### src/capture_timer_pkg.sv
// constants and types shared by the capture timer design
//
// Notes on behaviour
// RQ1 - capture timing 000 disables pin capture, 001 loads capture A on input a rise and capture B on input b rise.
// RQ2 - capture timing 010 loads capture A on input a rise and capture B on input a fall.
// RQ3 - capture timing 011 loads capture A on pulse flip-flop rise and capture B on its fall.
// RQ4 - capture timing 100 clears the counter on each input b rise without capture; 110 and 111 are reserved.
// RQ5 - capture timing 101 loads capture A on input a rise and clears the counter on input b rise, capture first.
// RQ6 - writing zero to the soft capture bit copies the counter into capture A, one does nothing, and it reads one.
// RQ7 - with match clear enable set the counter clears when it equals compare B, otherwise it does not.
// RQ8 - count clock select 000 picks the external clock pin, 001 to 111 pick prescaler taps 1,4,16,32,64,128,256.
// RQ9 - in pulse mode the flip-flop toggles on counter equal compare A and on counter equal compare B, and drives the pin.
// RQ10 - the pulse output can be set active low or active high.
// RQ11 - software must keep compare A strictly below compare B in pulse mode.
// RQ12 - with double buffering in pulse mode, buffers 0 and 1 move into compare A and B when the counter matches compare B.
// RQ13 - the counter advances by one on each selected count tick and captures take the counter value of that tick.
package capture_timer_pkg;
  localparam int CNT_W = 16;
  localparam int ADDR_W = 8;

  // byte offsets of the word registers
  localparam logic [ADDR_W-1:0] OFS_MODE = 8'h00;
  localparam logic [ADDR_W-1:0] OFS_CTRL = 8'h04;
  localparam logic [ADDR_W-1:0] OFS_CMPA = 8'h08;
  localparam logic [ADDR_W-1:0] OFS_CMPB = 8'h0C;
  localparam logic [ADDR_W-1:0] OFS_CAPA = 8'h10;
  localparam logic [ADDR_W-1:0] OFS_CAPB = 8'h14;
  localparam logic [ADDR_W-1:0] OFS_CNT = 8'h18;

  // timer_mode fields
  localparam int CLK_SEL_LSB = 0;
  localparam int CLR_EN_BIT = 3;
  localparam int SOFT_CAP_BIT = 6;
  localparam int CAP_SEL_LSB = 8;
  localparam logic [31:0] MODE_RESET = 32'h0000_0040;

  // control register fields
  localparam int RUN_BIT = 0;
  localparam int PULSE_EN_BIT = 1;
  localparam int DBUF_EN_BIT = 2;
  localparam int ACT_HIGH_BIT = 3;
  localparam int FF_INIT_BIT = 4;

  typedef enum logic [2:0] {
    CAP_OFF = 3'h0,
    CAP_A_RISE_B_RISE = 3'h1,
    CAP_A_RISE_A_FALL = 3'h2,
    CAP_FF_RISE_FALL = 3'h3,
    CAP_CLR_ON_B = 3'h4,
    CAP_A_CLR_ON_B = 3'h5
  } cap_sel_t;

  localparam logic [2:0] CLK_EXT_PIN = 3'h0;
  localparam int PRESC_W = 8;
endpackage

### src/capture_timer.sv
// capture timer with pulse generation, AHB-Lite register slave
`timescale 1ns/10ps
module capture_timer
  import capture_timer_pkg::*;
(
  input  wire logic        clk_sys_i,
  input  wire logic        rst_b_i,
  input  wire logic        hsel_i,
  input  wire logic [31:0] haddr_i,
  input  wire logic [1:0]  htrans_i,
  input  wire logic        hwrite_i,
  input  wire logic [2:0]  hsize_i,
  input  wire logic [31:0] hwdata_i,
  input  wire logic        hready_i,
  output logic [31:0]      hrdata_o,
  output logic             hreadyout_o,
  output logic             hresp_o,
  input  wire logic        capture_input_a_i,
  input  wire logic        capture_input_b_i,
  input  wire logic        ext_count_clock_pin_i,
  output logic             pulse_out_pin_o
);
  logic [2:0]       clk_sel_q;
  logic             clr_en_q;
  logic [2:0]       cap_sel_q;
  logic             run_q;
  logic             pulse_en_q;
  logic             dbuf_en_q;
  logic             act_high_q;
  logic [CNT_W-1:0] cmp_a_q;
  logic [CNT_W-1:0] cmp_b_q;
  logic [CNT_W-1:0] buf_a_q;
  logic [CNT_W-1:0] buf_b_q;
  logic [CNT_W-1:0] cap_a_q;
  logic [CNT_W-1:0] cap_b_q;
  logic [CNT_W-1:0] count_value_q;
  logic             pulse_flipflop_q;
  logic             pulse_ff_prev_q;

  logic             wr_pend_q;
  logic [ADDR_W-1:0] wr_addr_q;
  logic             rd_pend_q;
  logic [ADDR_W-1:0] rd_addr_q;
  logic [31:0]      rdata_q;

  logic a_rise;
  logic a_fall;
  logic b_rise;
  logic ext_rise;
  logic tick;
  logic ff_rise;
  logic ff_fall;
  logic addr_ok;
  logic match_a;
  logic match_b;
  logic pin_clear;
  logic soft_cap;
  logic cap_a_ev;
  logic cap_b_ev;

  edge_sync u_sync_a (
    .clk_sys_i (clk_sys_i),
    .rst_b_i   (rst_b_i),
    .pin_i     (capture_input_a_i),
    .rise_o    (a_rise),
    .fall_o    (a_fall)
  );

  edge_sync u_sync_b (
    .clk_sys_i (clk_sys_i),
    .rst_b_i   (rst_b_i),
    .pin_i     (capture_input_b_i),
    .rise_o    (b_rise),
    .fall_o    ()
  );

  edge_sync u_sync_ext (
    .clk_sys_i (clk_sys_i),
    .rst_b_i   (rst_b_i),
    .pin_i     (ext_count_clock_pin_i),
    .rise_o    (ext_rise),
    .fall_o    ()
  );

  prescaler u_presc (
    .clk_sys_i  (clk_sys_i),
    .rst_b_i    (rst_b_i),
    .run_i      (run_q),
    .sel_i      (clk_sel_q),
    .ext_rise_i (ext_rise),
    .tick_o     (tick)
  );

  // ---------------- bus slave: zero wait states, always OKAY
  assign hreadyout_o = 1'b1;
  assign hresp_o = 1'b0;

  assign addr_ok = hsel_i & hready_i & htrans_i[1];

  always_ff @(posedge clk_sys_i or negedge rst_b_i) begin
    if (!rst_b_i) begin
      wr_pend_q <= 1'b0;
      wr_addr_q <= '0;
      rd_pend_q <= 1'b0;
      rd_addr_q <= '0;
    end else begin
      wr_pend_q <= addr_ok & hwrite_i;
      rd_pend_q <= addr_ok & ~hwrite_i;
      if (addr_ok) begin
        wr_addr_q <= haddr_i[ADDR_W-1:0];
        rd_addr_q <= haddr_i[ADDR_W-1:0];
      end
    end
  end

  // read data registered in the address phase so it stands in data phase
  always_ff @(posedge clk_sys_i or negedge rst_b_i) begin
    if (!rst_b_i) begin
      rdata_q <= '0;
    end else if (addr_ok && !hwrite_i) begin
      case (haddr_i[ADDR_W-1:0])
        OFS_MODE: begin
          rdata_q <= '0;
          rdata_q[CLK_SEL_LSB +: 3] <= clk_sel_q;
          rdata_q[CLR_EN_BIT] <= clr_en_q;
          rdata_q[SOFT_CAP_BIT] <= 1'b1; // RQ6
          rdata_q[CAP_SEL_LSB +: 3] <= cap_sel_q;
        end
        OFS_CTRL: begin
          rdata_q <= '0;
          rdata_q[RUN_BIT] <= run_q;
          rdata_q[PULSE_EN_BIT] <= pulse_en_q;
          rdata_q[DBUF_EN_BIT] <= dbuf_en_q;
          rdata_q[ACT_HIGH_BIT] <= act_high_q;
          rdata_q[FF_INIT_BIT] <= pulse_flipflop_q;
        end
        OFS_CMPA: rdata_q <= {16'h0000, cmp_a_q};
        OFS_CMPB: rdata_q <= {16'h0000, cmp_b_q};
        OFS_CAPA: rdata_q <= {16'h0000, cap_a_q};
        OFS_CAPB: rdata_q <= {16'h0000, cap_b_q};
        OFS_CNT:  rdata_q <= {16'h0000, count_value_q};
        default:  rdata_q <= '0;
      endcase
    end
  end

  assign hrdata_o = rd_pend_q ? rdata_q : 32'h0000_0000;

  // ---------------- register writes
  always_ff @(posedge clk_sys_i or negedge rst_b_i) begin
    if (!rst_b_i) begin
      clk_sel_q <= MODE_RESET[CLK_SEL_LSB +: 3];
      clr_en_q <= MODE_RESET[CLR_EN_BIT];
      cap_sel_q <= MODE_RESET[CAP_SEL_LSB +: 3];
    end else if (wr_pend_q && wr_addr_q == OFS_MODE) begin
      clk_sel_q <= hwdata_i[CLK_SEL_LSB +: 3];
      clr_en_q <= hwdata_i[CLR_EN_BIT];
      cap_sel_q <= hwdata_i[CAP_SEL_LSB +: 3];
    end
  end

  // soft capture fires on a write of zero; one is ignored
  assign soft_cap = wr_pend_q && wr_addr_q == OFS_MODE
                    && !hwdata_i[SOFT_CAP_BIT]; // RQ6

  always_ff @(posedge clk_sys_i or negedge rst_b_i) begin
    if (!rst_b_i) begin
      run_q <= 1'b0;
      pulse_en_q <= 1'b0;
      dbuf_en_q <= 1'b0;
      act_high_q <= 1'b0;
    end else if (wr_pend_q && wr_addr_q == OFS_CTRL) begin
      run_q <= hwdata_i[RUN_BIT];
      pulse_en_q <= hwdata_i[PULSE_EN_BIT];
      dbuf_en_q <= hwdata_i[DBUF_EN_BIT];
      act_high_q <= hwdata_i[ACT_HIGH_BIT];
    end
  end

  // compare writes go to the buffers; unless pulse mode and double buffering are both on they
  // also land in the live compare registers at once
  always_ff @(posedge clk_sys_i or negedge rst_b_i) begin
    if (!rst_b_i) begin
      buf_a_q <= '0;
      buf_b_q <= '0;
    end else if (wr_pend_q) begin
      if (wr_addr_q == OFS_CMPA) begin
        buf_a_q <= hwdata_i[CNT_W-1:0];
      end
      if (wr_addr_q == OFS_CMPB) begin
        buf_b_q <= hwdata_i[CNT_W-1:0];
      end
    end
  end

  assign match_a = tick && count_value_q == cmp_a_q;
  assign match_b = tick && count_value_q == cmp_b_q;

  always_ff @(posedge clk_sys_i or negedge rst_b_i) begin
    if (!rst_b_i) begin
      cmp_a_q <= '0;
      cmp_b_q <= '0;
    end else if (pulse_en_q && dbuf_en_q) begin
      if (match_b) begin
        cmp_a_q <= buf_a_q; // RQ12
        cmp_b_q <= buf_b_q; // RQ12
      end
    end else if (wr_pend_q) begin
      if (wr_addr_q == OFS_CMPA) begin
        cmp_a_q <= hwdata_i[CNT_W-1:0];
      end
      if (wr_addr_q == OFS_CMPB) begin
        cmp_b_q <= hwdata_i[CNT_W-1:0];
      end
    end
  end

  // ---------------- counter; ordering of capture vs clear is by value:
  // captures sample count_value_q before the clear takes effect
  assign pin_clear = (cap_sel_q == CAP_CLR_ON_B
                      || cap_sel_q == CAP_A_CLR_ON_B) && b_rise; // RQ4 RQ5

  always_ff @(posedge clk_sys_i or negedge rst_b_i) begin
    if (!rst_b_i) begin
      count_value_q <= '0;
    end else if (pin_clear) begin
      count_value_q <= '0; // RQ4
    end else if (clr_en_q && match_b) begin
      count_value_q <= '0; // RQ7
    end else if (tick) begin
      count_value_q <= count_value_q + 16'h0001; // RQ13
    end
  end

  // ---------------- captures
  assign ff_rise = pulse_flipflop_q & ~pulse_ff_prev_q;
  assign ff_fall = ~pulse_flipflop_q & pulse_ff_prev_q;

  always_comb begin
    cap_a_ev = 1'b0;
    cap_b_ev = 1'b0;
    case (cap_sel_q)
      CAP_A_RISE_B_RISE: begin
        cap_a_ev = a_rise; // RQ1
        cap_b_ev = b_rise; // RQ1
      end
      CAP_A_RISE_A_FALL: begin
        cap_a_ev = a_rise; // RQ2
        cap_b_ev = a_fall; // RQ2
      end
      CAP_FF_RISE_FALL: begin
        cap_a_ev = ff_rise; // RQ3
        cap_b_ev = ff_fall; // RQ3
      end
      CAP_A_CLR_ON_B: begin
        cap_a_ev = a_rise; // RQ5
      end
      default: begin
        cap_a_ev = 1'b0; // RQ1
        cap_b_ev = 1'b0;
      end
    endcase
  end

  always_ff @(posedge clk_sys_i or negedge rst_b_i) begin
    if (!rst_b_i) begin
      cap_a_q <= '0;
      cap_b_q <= '0;
    end else begin
      if (cap_a_ev || soft_cap) begin
        cap_a_q <= count_value_q; // RQ13
      end
      if (cap_b_ev) begin
        cap_b_q <= count_value_q;
      end
    end
  end

  // ---------------- pulse flip-flop; a write to control presets it
  always_ff @(posedge clk_sys_i or negedge rst_b_i) begin
    if (!rst_b_i) begin
      pulse_flipflop_q <= 1'b0;
      pulse_ff_prev_q <= 1'b0;
    end else begin
      pulse_ff_prev_q <= pulse_flipflop_q;
      if (wr_pend_q && wr_addr_q == OFS_CTRL) begin
        pulse_flipflop_q <= hwdata_i[FF_INIT_BIT];
      end else if (pulse_en_q && (match_a || match_b)) begin
        pulse_flipflop_q <= ~pulse_flipflop_q; // RQ9
      end
    end
  end

  // polarity picks whether the flip-flop or its inverse reaches the pin
  always_ff @(posedge clk_sys_i or negedge rst_b_i) begin
    if (!rst_b_i) begin
      pulse_out_pin_o <= 1'b0;
    end else begin
      pulse_out_pin_o <= act_high_q ? pulse_flipflop_q
                                    : ~pulse_flipflop_q; // RQ9 RQ10
    end
  end
endmodule

### src/edge_sync.sv
// two-stage synchroniser with rise and fall pulses
`timescale 1ns/10ps
module edge_sync (
  input  wire logic clk_sys_i,
  input  wire logic rst_b_i,
  input  wire logic pin_i,
  output logic      rise_o,
  output logic      fall_o
);
  logic meta_q;
  logic sync_q;
  logic prev_q;

  always_ff @(posedge clk_sys_i or negedge rst_b_i) begin
    if (!rst_b_i) begin
      meta_q <= 1'b0;
      sync_q <= 1'b0;
      prev_q <= 1'b0;
    end else begin
      meta_q <= pin_i;
      sync_q <= meta_q;
      prev_q <= sync_q;
    end
  end

  assign rise_o = sync_q & ~prev_q;
  assign fall_o = ~sync_q & prev_q;
endmodule

### src/prescaler.sv
// prescaler, held at zero while stopped, producing the count tick for a selected tap
`timescale 1ns/10ps
module prescaler
  import capture_timer_pkg::*;
(
  input  wire logic       clk_sys_i,
  input  wire logic       rst_b_i,
  input  wire logic       run_i,
  input  wire logic [2:0] sel_i,
  input  wire logic       ext_rise_i,
  output logic            tick_o
);
  logic [PRESC_W-1:0] div_q;

  // a tap divided by 2^k ticks when the low k bits are all ones
  function automatic logic tap_hit(input logic [2:0] s,
                                   input logic [PRESC_W-1:0] d);
    logic [PRESC_W-1:0] m;
    m = '0;
    case (s)
      3'h1:    m = 8'h00;
      3'h2:    m = 8'h03;
      3'h3:    m = 8'h0F;
      3'h4:    m = 8'h1F;
      3'h5:    m = 8'h3F;
      3'h6:    m = 8'h7F;
      default: m = 8'hFF;
    endcase
    tap_hit = ((d & m) == m);
  endfunction

  always_ff @(posedge clk_sys_i or negedge rst_b_i) begin
    if (!rst_b_i) begin
      div_q <= '0;
    end else if (!run_i) begin
      div_q <= '0;
    end else begin
      div_q <= div_q + 8'h01;
    end
  end

  assign tick_o = run_i & ((sel_i == CLK_EXT_PIN) ? ext_rise_i
                          : tap_hit(sel_i, div_q)); // RQ8
endmodule

### config.mk
export PLATFORM = sky130hd
export DESIGN_NAME = capture_timer
export DESIGN_NICKNAME = d
export VERILOG_FILES = /design/src/capture_timer_pkg.sv /design/src/capture_timer.sv /design/src/edge_sync.sv /design/src/prescaler.sv
export SDC_FILE = /design/constraint.sdc
export NUM_CORES = 1
export LEC_CHECK = 0
export BUFFER_PORTS_ARGS = -buffer_cell sky130_fd_sc_hd__buf_4
export CAP_MARGIN = 20
export CORE_ASPECT_RATIO = 0.9
export CORE_MARGIN = 4
export CORE_UTILIZATION = 45
export CTS_CLUSTER_SIZE = 40
export DETAILED_ROUTE_END_ITERATION = 8
export GPL_TIMING_DRIVEN = 1
export PLACE_DENSITY_LB_ADDON = 0.08
export SLEW_MARGIN = 0
export SYNTH_ARGS = -nofsm -noshare
export SYNTH_HDL_FRONTEND = slang
export SYNTH_SLANG_ARGS = --single-unit
### constraint.sdc
create_clock -name clk_sys_i -period 2.45 [get_ports clk_sys_i]
set_input_delay 0.1225 -clock clk_sys_i [delete_from_list [all_inputs] [get_ports clk_sys_i]]
set_output_delay 0.1225 -clock clk_sys_i [all_outputs]
set_load 0.1 [all_outputs]
==> results of run 1 <==
==> Yosys cell counts, drive strengths merged, types with 13 or more instances <==
cell type,instances,area (sq um)
and2,25,156
buf,35,243
clkbuf,28,105
dfrtp,169,4230
inv,14,52.6
mux2,114,1320
mux2i,18,180
nand2,124,465
nand3,17,90.1
nor2,13,53.8
o21ai,35,186
xnor2,22,193
xor2,17,149
==> layout by cell type, fill, tap and decap left out, types with 5 or more instances in the layout <==
| master | instances |
|---|---|
| a21oi_1 | 10 |
| inv_1 | 13 |
| nand3_1 | 16 |
| nor4_1 | 5 |
| dfrtp_1 | 169 |
| conb_1 | 18 |
| o2bb2ai_1 | 8 |
| mux2_4 | 10 |
| mux2i_1 | 18 |
| nor2b_1 | 5 |
| xnor2_1 | 22 |
| nand3b_1 | 5 |
| nand2_1 | 124 |
| clkbuf_16 | 17 |
| dlygate4sd3_1 | 24 |
| nor3_1 | 7 |
| nor2_1 | 11 |
| nand4_1 | 6 |
| buf_4 | 95 |
| o22ai_1 | 5 |
| and3_1 | 8 |
| nor3b_1 | 6 |
| mux2_1 | 12 |
| o21ai_0 | 34 |
| mux2_2 | 92 |
| a221oi_1 | 11 |
| xor2_1 | 17 |
| and2_1 | 25 |
==> final timing paths <==
| check | startpoint | endpoint | cells past startpoint |
|---|---|---|---|
| max in group asynchronous | rst_b_i | count_value_q[14]$_DFFE_PN0P_ | 3 |
| min in group asynchronous | rst_b_i | rdata_q[0]$_DFFE_PN0P_ | 3 |
| max reg2reg | cmp_b_q[3]$_DFFE_PN0P_ | cmp_b_q[6]$_DFFE_PN0P_ | 8 |
| min reg2reg | u_sync_ext.meta_q$_DFF_PN0_ | u_sync_ext.sync_q$_DFF_PN0_ | 0 |
| min | hwdata_i[6] | buf_b_q[6]$_DFFE_PN0P_ | 2 |
| max | cmp_b_q[3]$_DFFE_PN0P_ | cmp_b_q[6]$_DFFE_PN0P_ | 8 |
==> registers in the layout (all words and copies together) (netlist names), 3 cells and up <==
register,flops
count_value_q,16
clk_sel_q,3
u_presc.div_q,8
buf_a_q,16
buf_b_q,16
cmp_b_q,16
rdata_q,16
cmp_a_q,16
wr_addr_q,8
cap_a_q,16
cap_sel_q,3
cap_b_q,16
==> area by class of cell <==
type | instances | area [sq um] | share of cell area (%)
Sequential cell | 169 | 4230 | 41.7
Multi-Input combinational cell | 538 | 3920 | 38.7
Timing Repair Buffer | 123 | 1020 | 10.1
Clock buffer | 20 | 467 | 4.60
Tap cell | 245 | 307 | 3.02
Clock inverter | 12 | 136 | 1.35
Inverter | 14 | 52.6 | 0.518
==> worst register-to-register path: stages (launching register included) <==
cell and delay [ns]:
dfrtp_1 0.42, xor2_1 0.20, nor4_2 0.34, buf_4 0.19, and4_1 0.24, and4_4 0.25
nor2_2 0.05, buf_4 0.19, mux2_1 0.33
==> cell families (layout without fill, tap and decap cells) <==
family                   Yosys count  in the layout  share of synthesized area [%]
other                              2             18                         0.0885
buffers and inverters             77            169                           4.72
XOR/XNOR                          39             39                           4.03
adder cells (fa/ha/maj)            2              2                          0.295
AO/OA/AOI/OAI                    103            103                           8.23
flip-flops                       169            169                           49.9
AND/OR/NAND/NOR                  241            241                           14.3
multiplexers                     135            135                           18.5
==> per-stage QoR <==
step	hold slack, ns	setup slack, ns	total power, uW
floorplan	-0.173	0.166	3440
global placement	0.232	0.0927	3630
detailed placement	0.233	0.0904	3650
CTS	0.00957	0.0674	6430
global route	0.0166	0.0509	6620
finish	0.0177	0.129	6380
==> per-layer routing <==
metal / vias to the layer above / global-route usage [%] / share of wire [%]
li1: 2851 / - / -
met1: 3059 / 30.4 / 48
met2: 174 / 30.3 / 45
met3: 25 / 3.41 / 5.2
met4: 0 / 5.39 / 1.7
met5: - / 0 / 0
==> timing repair <==
action / 4_1_cts / 5_1_grt
hold endpoints to repair: 217 / 0
hold buffers: 24 / 0
resized for setup: 0 / 1
setup endpoints to repair: 0 / 4
==> power groups by stage <==
stage,Clock [uW],Sequential (uW),Combinational [uW]
final,2760,2990,633
after global routing,2920,3010,694
after CTS,2800,2990,638
after detailed placement,0,3050,604
after global placement,0,3040,595
after floorplan,0,3020,414
==> metrics.md, run 1 <==
| Metric | Value |
|---|---|
| Post-Syn Area | `about 8500 sq um` |
| Fill count | `~1,600` |
| CP Cell Sequence | `xor2_1 > nor4_2 > buf_4 > and4_1 > and4_4 > nor2_2 > buf_4 > mux2_1` |
| Fmax | `0.431 GHz` |
| Fin. Hold Viols | `0` |
| # clock sinks | `about 170` |
| I/O pin cnt | `about 110` |
| Clock Skew | `approximately 0.011 ns` |
| Share of layout cells above drive strength 1 | `roughly 28%` |
| GRT Resource Usage Total | `20.2%` |
| DR pass1 iterations | `5` |
| First-pass GRT wire length | `33.7 mm` |
| Postcts setup bufs | `0` |
| Overall via count from detail_route | `roughly 6,000` |
| CP Data Required Time | `2.76 ns` |
| Largest net degree at the start of global routing | `170` |
| Dpl hpwl | `~15 mm` |
| Peak VDD IR | `525 uV` |
| Clock share of power | `a little over two fifths` |
| DRT iter0 DRCs | `between 500 and 600` |
| Top cell family by delay on the critical path | `simple AND/OR/NAND/NOR gates` |
| Final Cell Area | `approximately 10,000 sq um` |
| Pleak | `~0.0046 uW` |
| Area delta synth->final | `19.5%` |
| Yosys reg bits | `approximately 170` |
| Crit-path most repeated cell | `buf_4` |
| Pwr/cell area | `roughly 630 nW/um^2` |
| Routed WL | `roughly 21 mm` |
| Post-synth EDFFs | `0` |
| DP Cell Count | `around 1,100` |
| Starting density of the core | `between 40% and 50%` |
| Outcome | `finished, final reports clean` |
| DRC viols | `0` |
| GP Congestion | `between 0.8 and 0.9` |
| H-tree lvl count | `4` |
| CP peak stage delay | `between 0.4 and 0.5 ns` |
| Worst-Margin Slew | `~0.94 ns` |
| Core Rows | `47` |
| CTS tree | `done` |
| Setup Viol. Count Final | `0` |
| Critical path buffers and inverters | `2` |
| Setup_tns | `0 ns` |
| Die width | `between 150 and 200 um` |
| Initial antenna violation count | `0` |
| Total of max-cap violations | `0` |
| Instance count of the mapped netlist | `768` |
| Sw Share | `25.9%` |
| Pins Over Slew Limit | `0` |
| Final cycle utilization of the critical path | `between 90% and 100%` |
| Reg clk slew, reported paths | `roughly 0.060 ns` |
| Clk_lat worst skew | `between 0.4 and 0.5 ns` |
| Layout Utilization | `a little over half` |
| Core Footprint | `18,500 sq um` |
| Ys Warns | `0` |
| Hold WC Path Type | `in -> reg` |
| CTS Buf Count | `17` |
| Seq/Total Area, Yosys | `about half` |
| Internal power | `between 4000 and 5000 uW` |
| Min cycle time layout | `around 2.3 ns` |
| # nets final | `~940` |
| Unique masters post-synth | `between 60 and 70` |
| Final ANT Viol Nets | `0` |
| Crit end category | `flip-flop` |
| FFs w/ async S/R, synth | `100%` |
| CP max-delay cell | `dfrtp_1` |
| Die area | `21,100 sq um` |
| Critical Path Source Type | `flip-flop` |
| Top_reg_cell synth | `dfrtp_1` |
| Die extent in y | `138 um` |
| Gate power share | `9.9%` |
| IO buf count | `49` |
| Clock Tree Root | `clkbuf_16` |
| R2R setup slack | `about 0.13 ns` |
| WL/cell | `between 15 and 20 um` |
| Clock Tree Buf Depth | `2` |
| Psw | `roughly 1700 uW` |
| Non-filler cells, final | `1,121` |
| Share of power burned in registers | `between 40% and 50%` |
| Vias per inst | `between 5 and 6` |
| Diode count | `0` |
| WP data arrival | `2.63 ns` |
| Placement-stage cell area | `around 9300 sq um` |
| Vias in the first global route | `5,965` |
| Synthesized area per cell | `between 10 and 15 sq um` |
| Crit Path Class | `reg -> reg` |
| Max FO, Critical Path | `12` |
| Max transition margin | `37.5%` |
| Unrepaired setup endpoints after global routing | `false` |
| Total gr overflow | `0` |
(Power assumes the default switching activity.)
==> inputs of run 2 (changes only) <==
- CELL_PAD_IN_SITES_DETAIL_PLACEMENT: default -> 0
- CELL_PAD_IN_SITES_GLOBAL_PLACEMENT: default -> 1
- CORE_UTILIZATION: 45 -> 42
- PLACE_DENSITY: default -> 0.77
- PLACE_DENSITY_LB_ADDON: 0.08 -> default
- clock period: 2.45 -> 2.1 ns (I/O delays scaled with it)
==> run 2 against run 1 <==
The flow now finishes with violations (setup timing). Non-clock buffer count rose by 50. Clock-buffer cell count fell by 2. Clock power rose by 9.8%. Final area rose by 6.2%. Via count rose by 0.39%. Clock skew fell by 0.0057 ns.
==> metrics.md, run 2 (synthesis gave the netlist of run 1 again) <==
| Metric | Value |
|---|---|
| Outcome | `complete, but fails checks (was finished, final reports clean)` |
| Failing checks | `setup timing` |
| IO buf count | `49 (unchanged)` |
| Total of max-cap violations | `0 (unchanged)` |
| Vias per inst | `5.19 (was 5.45)` |
| Clock Tree Root | `clkbuf_16 (unchanged)` |
| Critical Path Source Type | `flip-flop (unchanged)` |
| GRT Resource Usage Total | `19.7% (was 20.2%)` |
| Diode count | `0 (unchanged)` |
| DP Cell Count | `1,115 (was 1,065)` |
| Pleak | `0.00488 uW (was 0.00456 uW)` |
| Placement-stage cell area | `9640 sq um (was 9290 sq um)` |
| Pwr/cell area | `684 nW/um^2 (was 630 nW/um^2)` |
| CP max-delay cell | `or4b_4 (was dfrtp_1)` |
| Die area | `22,500 sq um (was 21,100 sq um)` |
| Psw | `2040 uW (was 1650 uW)` |
| Peak VDD IR | `495 uV (was 525 uV)` |
| Die width | `158 um (was 153 um)` |
| WP data arrival | `2.68 ns (was 2.63 ns)` |
| Area delta synth->final | `26.9% (was 19.5%)` |
| Non-filler cells, final | `1,182 (was 1,121)` |
| Share of power burned in registers | `47.3% (was 46.9%)` |
| Fmax | `0.423 GHz (was 0.431 GHz)` |
| Hold WS | `0.0340 ns (was 0.0177 ns)` |
| Clock Skew | `0.00499 ns (was 0.0107 ns)` |
| Core Footprint | `19,900 sq um (was 18,500 sq um)` |
| Pins Over Slew Limit | `0 (unchanged)` |
| Total gr overflow | `0 (unchanged)` |
| Initial antenna violation count | `0 (unchanged)` |
| Overall via count from detail_route | `6,133 (was 6,109)` |
| DRC viols | `0 (unchanged)` |
| CP Data Required Time | `2.42 ns (was 2.76 ns)` |
| Routed WL | `21.3 mm (was 20.7 mm)` |
| Multi-input gate area | `4080 sq um (was 3920 sq um)` |
| Final Cell Area | `10,800 sq um (was 10,100 sq um)` |
| Crit Path Class | `reg -> reg (unchanged)` |
| # nets final | `993 (was 942)` |
| GR Util met2 | `28.2% (was 30.3%)` |
| Layout Utilization | `54.0% (was 54.9%)` |
| Sw Share | `27.8% (was 25.9%)` |
| Gate power share | `11.6% (was 9.9%)` |
| First-pass GRT wire length | `34.1 mm (was 33.7 mm)` |
| DRT iter0 DRCs | `448 (was 563)` |
| Final WS setup | `-0.266 ns (was 0.129 ns)` |
| Final cycle utilization of the critical path | `113% (was 94.8%)` |
| Reg clk slew, reported paths | `0.07 ns (was 0.06 ns)` |
| Worst-Margin Slew | `0.502 ns (was 0.938 ns)` |
| Clock share of power | `41.1% (was 43.2%)` |
| Largest net degree at the start of global routing | `48 (was 170)` |
| Die extent in y | `143 um (was 138 um)` |
| Fill count | `1,722 (was 1,648)` |
| FF+latch area | `4230 sq um (unchanged)` |
| Setup Viol. Count Final | `55 (was 0)` |
| Min cycle time layout | `2.37 ns (was 2.32 ns)` |
| Most Crowded Layer GR | `met1 (unchanged)` |
| Max FO, Critical Path | `16 (was 12)` |
| Dpl hpwl | `15.1 mm (was 14.5 mm)` |
| Final ANT Viol Nets | `0 (unchanged)` |
| Met3 Use GR | `3.91% (was 3.41%)` |
| WL/cell | `18.0 um (was 18.4 um)` |
| Max transition margin | `66.5% (was 37.5%)` |
| I/O pin cnt | `112 (unchanged)` |
| DR pass1 iterations | `5 (unchanged)` |
| # clock sinks | `169 (unchanged)` |
| Commonest non-fill, non-tap cells in the layout | `dfrtp_1, buf_4, nand2_1 (was dfrtp_1, nand2_1, buf_4)` |
| Starting density of the core | `42.6% (was 45.9%)` |
| Crit end category | `flip-flop (unchanged)` |
| CTS Buf Count | `17 (unchanged)` |
| CP peak stage delay | `0.55 ns (was 0.42 ns)` |
| Commonest non-fill, non-tap cell in the layout | `dfrtp_1 (unchanged)` |
| Fin. Hold Viols | `0 (unchanged)` |
| Internal power | `5320 uW (was 4730 uW)` |
| Hold WC Path Type | `in -> reg (unchanged)` |
| Clk_lat worst skew | `0.43 ns (about the same)` |
| Routing usage on met1 | `30.3% (was 30.4%)` |
| Core Rows | `49 (was 47)` |
| CP Cell Sequence | `or4b_4 > nor4_4 > nor3b_4 > inv_2 > o21ai_4 > buf_12 > mux2_2 (was xor2_1 > nor4_2 > buf_4 > and4_1 > and4_4 > nor2_2 > buf_4 > mux2_1)` |
| GP Congestion | `0.910 (was 0.896)` |
| CTS tree | `done (unchanged)` |
| H-tree lvl count | `4 (unchanged)` |
| Unrepaired setup endpoints after global routing | `true (was false)` |
| Vias in the first global route | `6,054 (was 5,965)` |
| Clock Tree Buf Depth | `2 (unchanged)` |
| Share of layout cells above drive strength 1 | `34.1% (was 28.4%)` |
-- run 2: changes by cell type in the layout (fill, tap and decap cells not counted), sizes merged --
cell | previous run | this run
clkinv | 3 | 6
buf | 99 | 147
clkbuf | 20 | 18
dlygate4sd3 | 24 | 26
nor2 | 13 | 14
bufinv | 2 | 0
clkinvlp | 3 | 4
-- run 2: metrics by stage --
step	setup slack (ns)	total power, uW	TNS [ns]
6_report	-0.266	7360	-8.46
3_3_place_gp	-0.477	4320	-14.17
4_1_cts	-0.250	7420	-7.95
3_5_place_dp	-0.508	4340	-15.63
5_1_grt	-0.308	7660	-12.47
2_1_floorplan	-0.171	4010	-2.99
-- run 2: path summary, 6_finish.rpt --
check | start | to | slack [ns] | depth (start not counted)
hold / removal | haddr_i[4] | wr_addr_q[4]$_DFFE_PN0P_ | 0.03 | 2
setup reg to reg | wr_addr_q[4]$_DFFE_PN0P_ | cap_a_q[10]$_DFFE_PN0P_ | -0.27 | 7
min in group asynchronous | rst_b_i | u_presc.div_q[1]$_DFF_PN0_ | 0.17 | 2
setup / recovery | wr_addr_q[4]$_DFFE_PN0P_ | cap_a_q[10]$_DFFE_PN0P_ | -0.27 | 7
hold reg to reg | u_sync_ext.meta_q$_DFF_PN0_ | u_sync_ext.sync_q$_DFF_PN0_ | 0.35 | 0
max in group asynchronous | rst_b_i | rdata_q[4]$_DFFE_PN0P_ | 1.20 | 3
-- run 2: per-layer routing --
| metal | wire length, um | up-vias | part of all wire (%) |
|---|---|---|---|
| met5 | 0 | - | 0 |
| met4 | 281 | 0 | 1.3 |
| met3 | 977 | 17 | 4.6 |
| met2 | 9280 | 150 | 44 |
| met1 | 10700 | 3022 | 50 |
| li1 | - | 2944 | - |
-- run 2: layout make-up --
class / count / share of cell area, %
sequential: 169 / 39.3
inverter: 14 / 0.488
clock inverter: 14 / 1.30
multi-input combinational: 539 / 37.9
clock buffer: 18 / 4.08
timing repair buffer: 173 / 14.0
tap: 255 / 2.96
-- run 2: repair_timing --
action | in CTS | in global routing
hold buffers | 26 | 0
endpoints found under the setup margin | 76 | 95
pin swaps | 7 | 4
endpoints found under the hold margin | 123 | 0
gates resized for setup | 19 | 24
buffers inserted | 8 | 5
gates cloned | 1 | 1
-- run 2: worst max-delay path, delay by kind of cell (launching register included) --
kind | cells | cell delay (ns)
mux | 1 | 0.34
compound gates | 1 | 0.19
flops | 1 | 0.39
buf+inv | 2 | 0.27
simple gates | 3 | 1.04
-- run 2: power by group through the flow --
stage	Sequential [uW]	Combinational (uW)	Clock (uW)
2_1_floorplan	3530	484	0
3_3_place_gp	3530	793	0
3_5_place_dp	3530	801	0
4_1_cts	3470	855	3090
5_1_grt	3490	935	3230
6_report	3480	855	3030
==> inputs of run 3 (changes only) <==
- CORE_UTILIZATION: 42 -> 41
- PLACE_DENSITY: 0.77 -> 0.76
- SYNTH_HIERARCHICAL: default -> 1
==> run 3 against run 2 <==
The flow still finishes with violations (setup timing). Critical path type unchanged. Non-clock buffer count decreased by 18. Via count is 0.24% higher. Clock-buffer cell count grew 5. Final cell count down 0.59%. Sequential power increased by 20%. Combinational power rose to 2.6 times the previous value. Critical path depth grew 3. Sequential share of layout area increased by 0.24 points. Maximum frequency rose by 3.3%. Clock power increased by 13%.
==> metrics.md, run 3 <==
| Metric | Value |
|---|---|
| FF+latch area | `4230 sq um (unchanged)` |
| Die width | `160 um (was 158 um)` |
| Critical Path Source Type | `flip-flop (unchanged)` |
| Die area | `23,000 sq um (was 22,500 sq um)` |
| Failing checks | `setup timing (unchanged)` |
| Synthesized area per cell | `10.9 sq um (was 11.0 sq um)` |
| Fin. Hold Viols | `0 (unchanged)` |
| Commonest non-fill, non-tap cell in the layout | `dfrtp_1 (unchanged)` |
| Internal power | `6880 uW (was 5320 uW)` |
| Vias per inst | `5.23 (was 5.19)` |
| Worst-Margin Slew | `0.704 ns (was 0.502 ns)` |
| Die extent in y | `144 um (was 143 um)` |
| Commonest non-fill, non-tap cells in the layout | `dfrtp_1, nand2_1, buf_4 (was dfrtp_1, buf_4, nand2_1)` |
| CTS tree | `done (unchanged)` |
| Core Rows | `49 (unchanged)` |
| CTS Buf Count | `17 (unchanged)` |
| Instance count of the mapped netlist | `781 (was 768)` |
| Outcome | `complete, but fails checks (unchanged)` |
| H-tree lvl count | `4 (unchanged)` |
| DR pass1 iterations | `5 (unchanged)` |
| Pre-CTS setup slack | `-0.216 ns (was -0.508 ns)` |
| Clock Tree Buf Depth | `2 (unchanged)` |
| Final WS setup | `-0.191 ns (was -0.266 ns)` |
| GP Congestion | `0.873 (was 0.910)` |
| WP data arrival | `2.61 ns (was 2.68 ns)` |
| CP Data Required Time | `2.42 ns (about the same)` |
| Layout Utilization | `53.1% (was 54.0%)` |
| Clk_lat worst skew | `0.43 ns (about the same)` |
| Clock Tree Root | `clkbuf_16 (unchanged)` |
| Setup Viol. Count Final | `37 (was 55)` |
| Clock share of power | `35.0% (was 41.1%)` |
| Starting density of the core | `42.0% (was 42.6%)` |
| Ys Warns | `6 (was 0)` |
| DRT met1 WL | `10.7 mm (about the same)` |
| Share of layout cells above drive strength 1 | `33.8% (was 34.1%)` |
| Pwr/cell area | `914 nW/um^2 (was 684 nW/um^2)` |
| Pins Over Slew Limit | `0 (unchanged)` |
| Crit end category | `flip-flop (unchanged)` |
| Sw Share | `29.7% (was 27.8%)` |
| First-pass GRT wire length | `35.2 mm (was 34.1 mm)` |
| Total of max-cap violations | `0 (unchanged)` |
| CP max-delay cell | `or4_4 (was or4b_4)` |
| Hold WC Path Type | `in -> reg (unchanged)` |
| I/O pin cnt | `112 (unchanged)` |
| Multi-input gate area | `4160 sq um (was 4080 sq um)` |
| Unrepaired setup endpoints after global routing | `true (unchanged)` |
| # clock sinks | `169 (unchanged)` |
| Total power | `9780 uW (was 7360 uW)` |
| R2R setup slack | `-0.19 ns (was -0.27 ns)` |
| Top Layer Used | `met4 (unchanged)` |
| Total gr overflow | `0 (unchanged)` |
| Clock Skew | `0.0107 ns (was 0.00499 ns)` |
| Max transition margin | `53.0% (was 66.5%)` |
| GRT Resource Usage Total | `19.7% (about the same)` |
| Reg clk slew, reported paths | `0.06 ns (was 0.07 ns)` |
| Met2 wire len | `9.37 mm (was 9.28 mm)` |
| Core Footprint | `20,200 sq um (was 19,900 sq um)` |
| CP peak stage delay | `0.49 ns (was 0.55 ns)` |
| Dpl hpwl | `15.8 mm (was 15.1 mm)` |
| Postcts setup bufs | `0 (was 8)` |
| DRT iter0 DRCs | `509 (was 448)` |
| CP Cell Sequence | `buf_4 > or4_4 > o211ai_4 > a221oi_4 > nand2_2 > nor3_4 > and3_4 > a21oi_4 > buf_12 > mux2_2 (was or4b_4 > nor4_4 > nor3b_4 > inv_2 > o21ai_4 > buf_12 > mux2_2)` |
| Fmax | `0.437 GHz (was 0.423 GHz)` |
| Psw | `2900 uW (was 2040 uW)` |
| # nets final | `986 (was 993)` |
| Gate power share | `22.3% (was 11.6%)` |
| Post-Syn Area | `8480 sq um (about the same)` |
| Vias in the first global route | `6,202 (was 6,054)` |
| Routed WL | `21.7 mm (was 21.3 mm)` |
| Pleak | `0.00493 uW (was 0.00488 uW)` |
| Crit Path Class | `reg -> reg (unchanged)` |
| Diode count | `0 (unchanged)` |
| IO buf count | `49 (unchanged)` |
| Max FO, Critical Path | `16 (unchanged)` |
| Peak VDD IR | `601 uV (was 495 uV)` |
| Min cycle time layout | `2.29 ns (was 2.37 ns)` |
| Final cycle utilization of the critical path | `109% (was 113%)` |
| Overall via count from detail_route | `6,148 (was 6,133)` |
| Initial antenna violation count | `0 (unchanged)` |
| Area delta synth->final | `26.2% (was 26.9%)` |
| Share of power burned in registers | `42.6% (was 47.3%)` |
| WL/cell | `18.4 um (was 18.0 um)` |
| Largest net degree at the start of global routing | `56 (was 48)` |
| Final ANT Viol Nets | `0 (unchanged)` |
| DRC viols | `0 (unchanged)` |
| Met3 WL | `1.31 mm (was 977 um)` |
| Fill count | `1,790 (was 1,722)` |
==> run 3: worst paths after layout <==
path | start | to | cells after the start
max in group asynchronous | rst_b_i | rdata_q[2]$_DFFE_PN0P_ | 3
worst min register to register | u_sync_b/meta_q$_DFF_PN0_ | u_sync_b/sync_q$_DFF_PN0_ | 0
min in group asynchronous | rst_b_i | buf_a_q[0]$_DFFE_PN0P_ | 2
worst max register to register | clk_sel_q[0]$_DFFE_PN0N_ | cmp_a_q[7]$_DFFE_PN0P_ | 10
worst min-delay path | haddr_i[3] | wr_addr_q[3]$_DFFE_PN0P_ | 2
worst max-delay path | clk_sel_q[0]$_DFFE_PN0N_ | cmp_a_q[7]$_DFFE_PN0P_ | 10
==> run 3: stage by stage <==
| step | hold slack, ns | cells | TNS, ns | instance area (sq um) |
|---|---|---|---|---|
| 6_report | 0.0855 | 1175 | -5.54 | 10700 |
| 5_1_grt | 0.0898 | 1175 | -10.74 | 10700 |
| 4_1_cts | 0.0639 | 1175 | -4.85 | 10600 |
| 3_5_place_dp | 0.109 | 1116 | -5.38 | 9610 |
| 3_3_place_gp | 0.105 | 1116 | -5.11 | 9610 |
| 2_1_floorplan | -0.191 | 797 | -4.30 | 8590 |
==> run 3: timing repair <==
action                                  in CTS  in global routing
gates resized for setup                     19                 22
endpoints found under the setup margin      42                 52
hold buffers                                26                  0
pin swaps                                    5                  7
endpoints found under the hold margin      103                  0
gates cloned                                 1                  0
==> run 3: cell type report <==
cell class | instances | share of cell area, %
flip-flops and latches | 169 | 39.5
inverters | 7 | 0.245
repair buffers | 155 | 12.4
multi-input cells | 557 | 38.8
clock buffers | 23 | 4.56
well taps | 255 | 2.98
clock inverters | 9 | 1.51
==> run 3: per-layer routing <==
layer	vias to the layer above	GRT usage, %
met4	0	5.25
met1	3006	29.0
met5	-	0
met3	20	4.62
li1	2953	-
met2	169	29.4
==> run 3: critical path: cells and delay by family, from the launching register on <==
kind                   cells  cell delay, ns
buffers and inverters      2            0.32
multiplexers               1            0.34
AO/OA/AOI/OAI              3            0.29
flip-flops                 1            0.39
AND/OR/NAND/NOR            4            0.84
==> run 3: power groups by stage <==
stage | Combinational (uW) | Sequential [uW] | Clock [uW]
final | 2190 | 4170 | 3430
after global routing | 2370 | 4220 | 3630
after CTS | 2120 | 4160 | 3480
after detailed placement | 2030 | 4210 | 0
after global placement | 2000 | 4190 | 0
after floorplan | 1280 | 4100 | 0
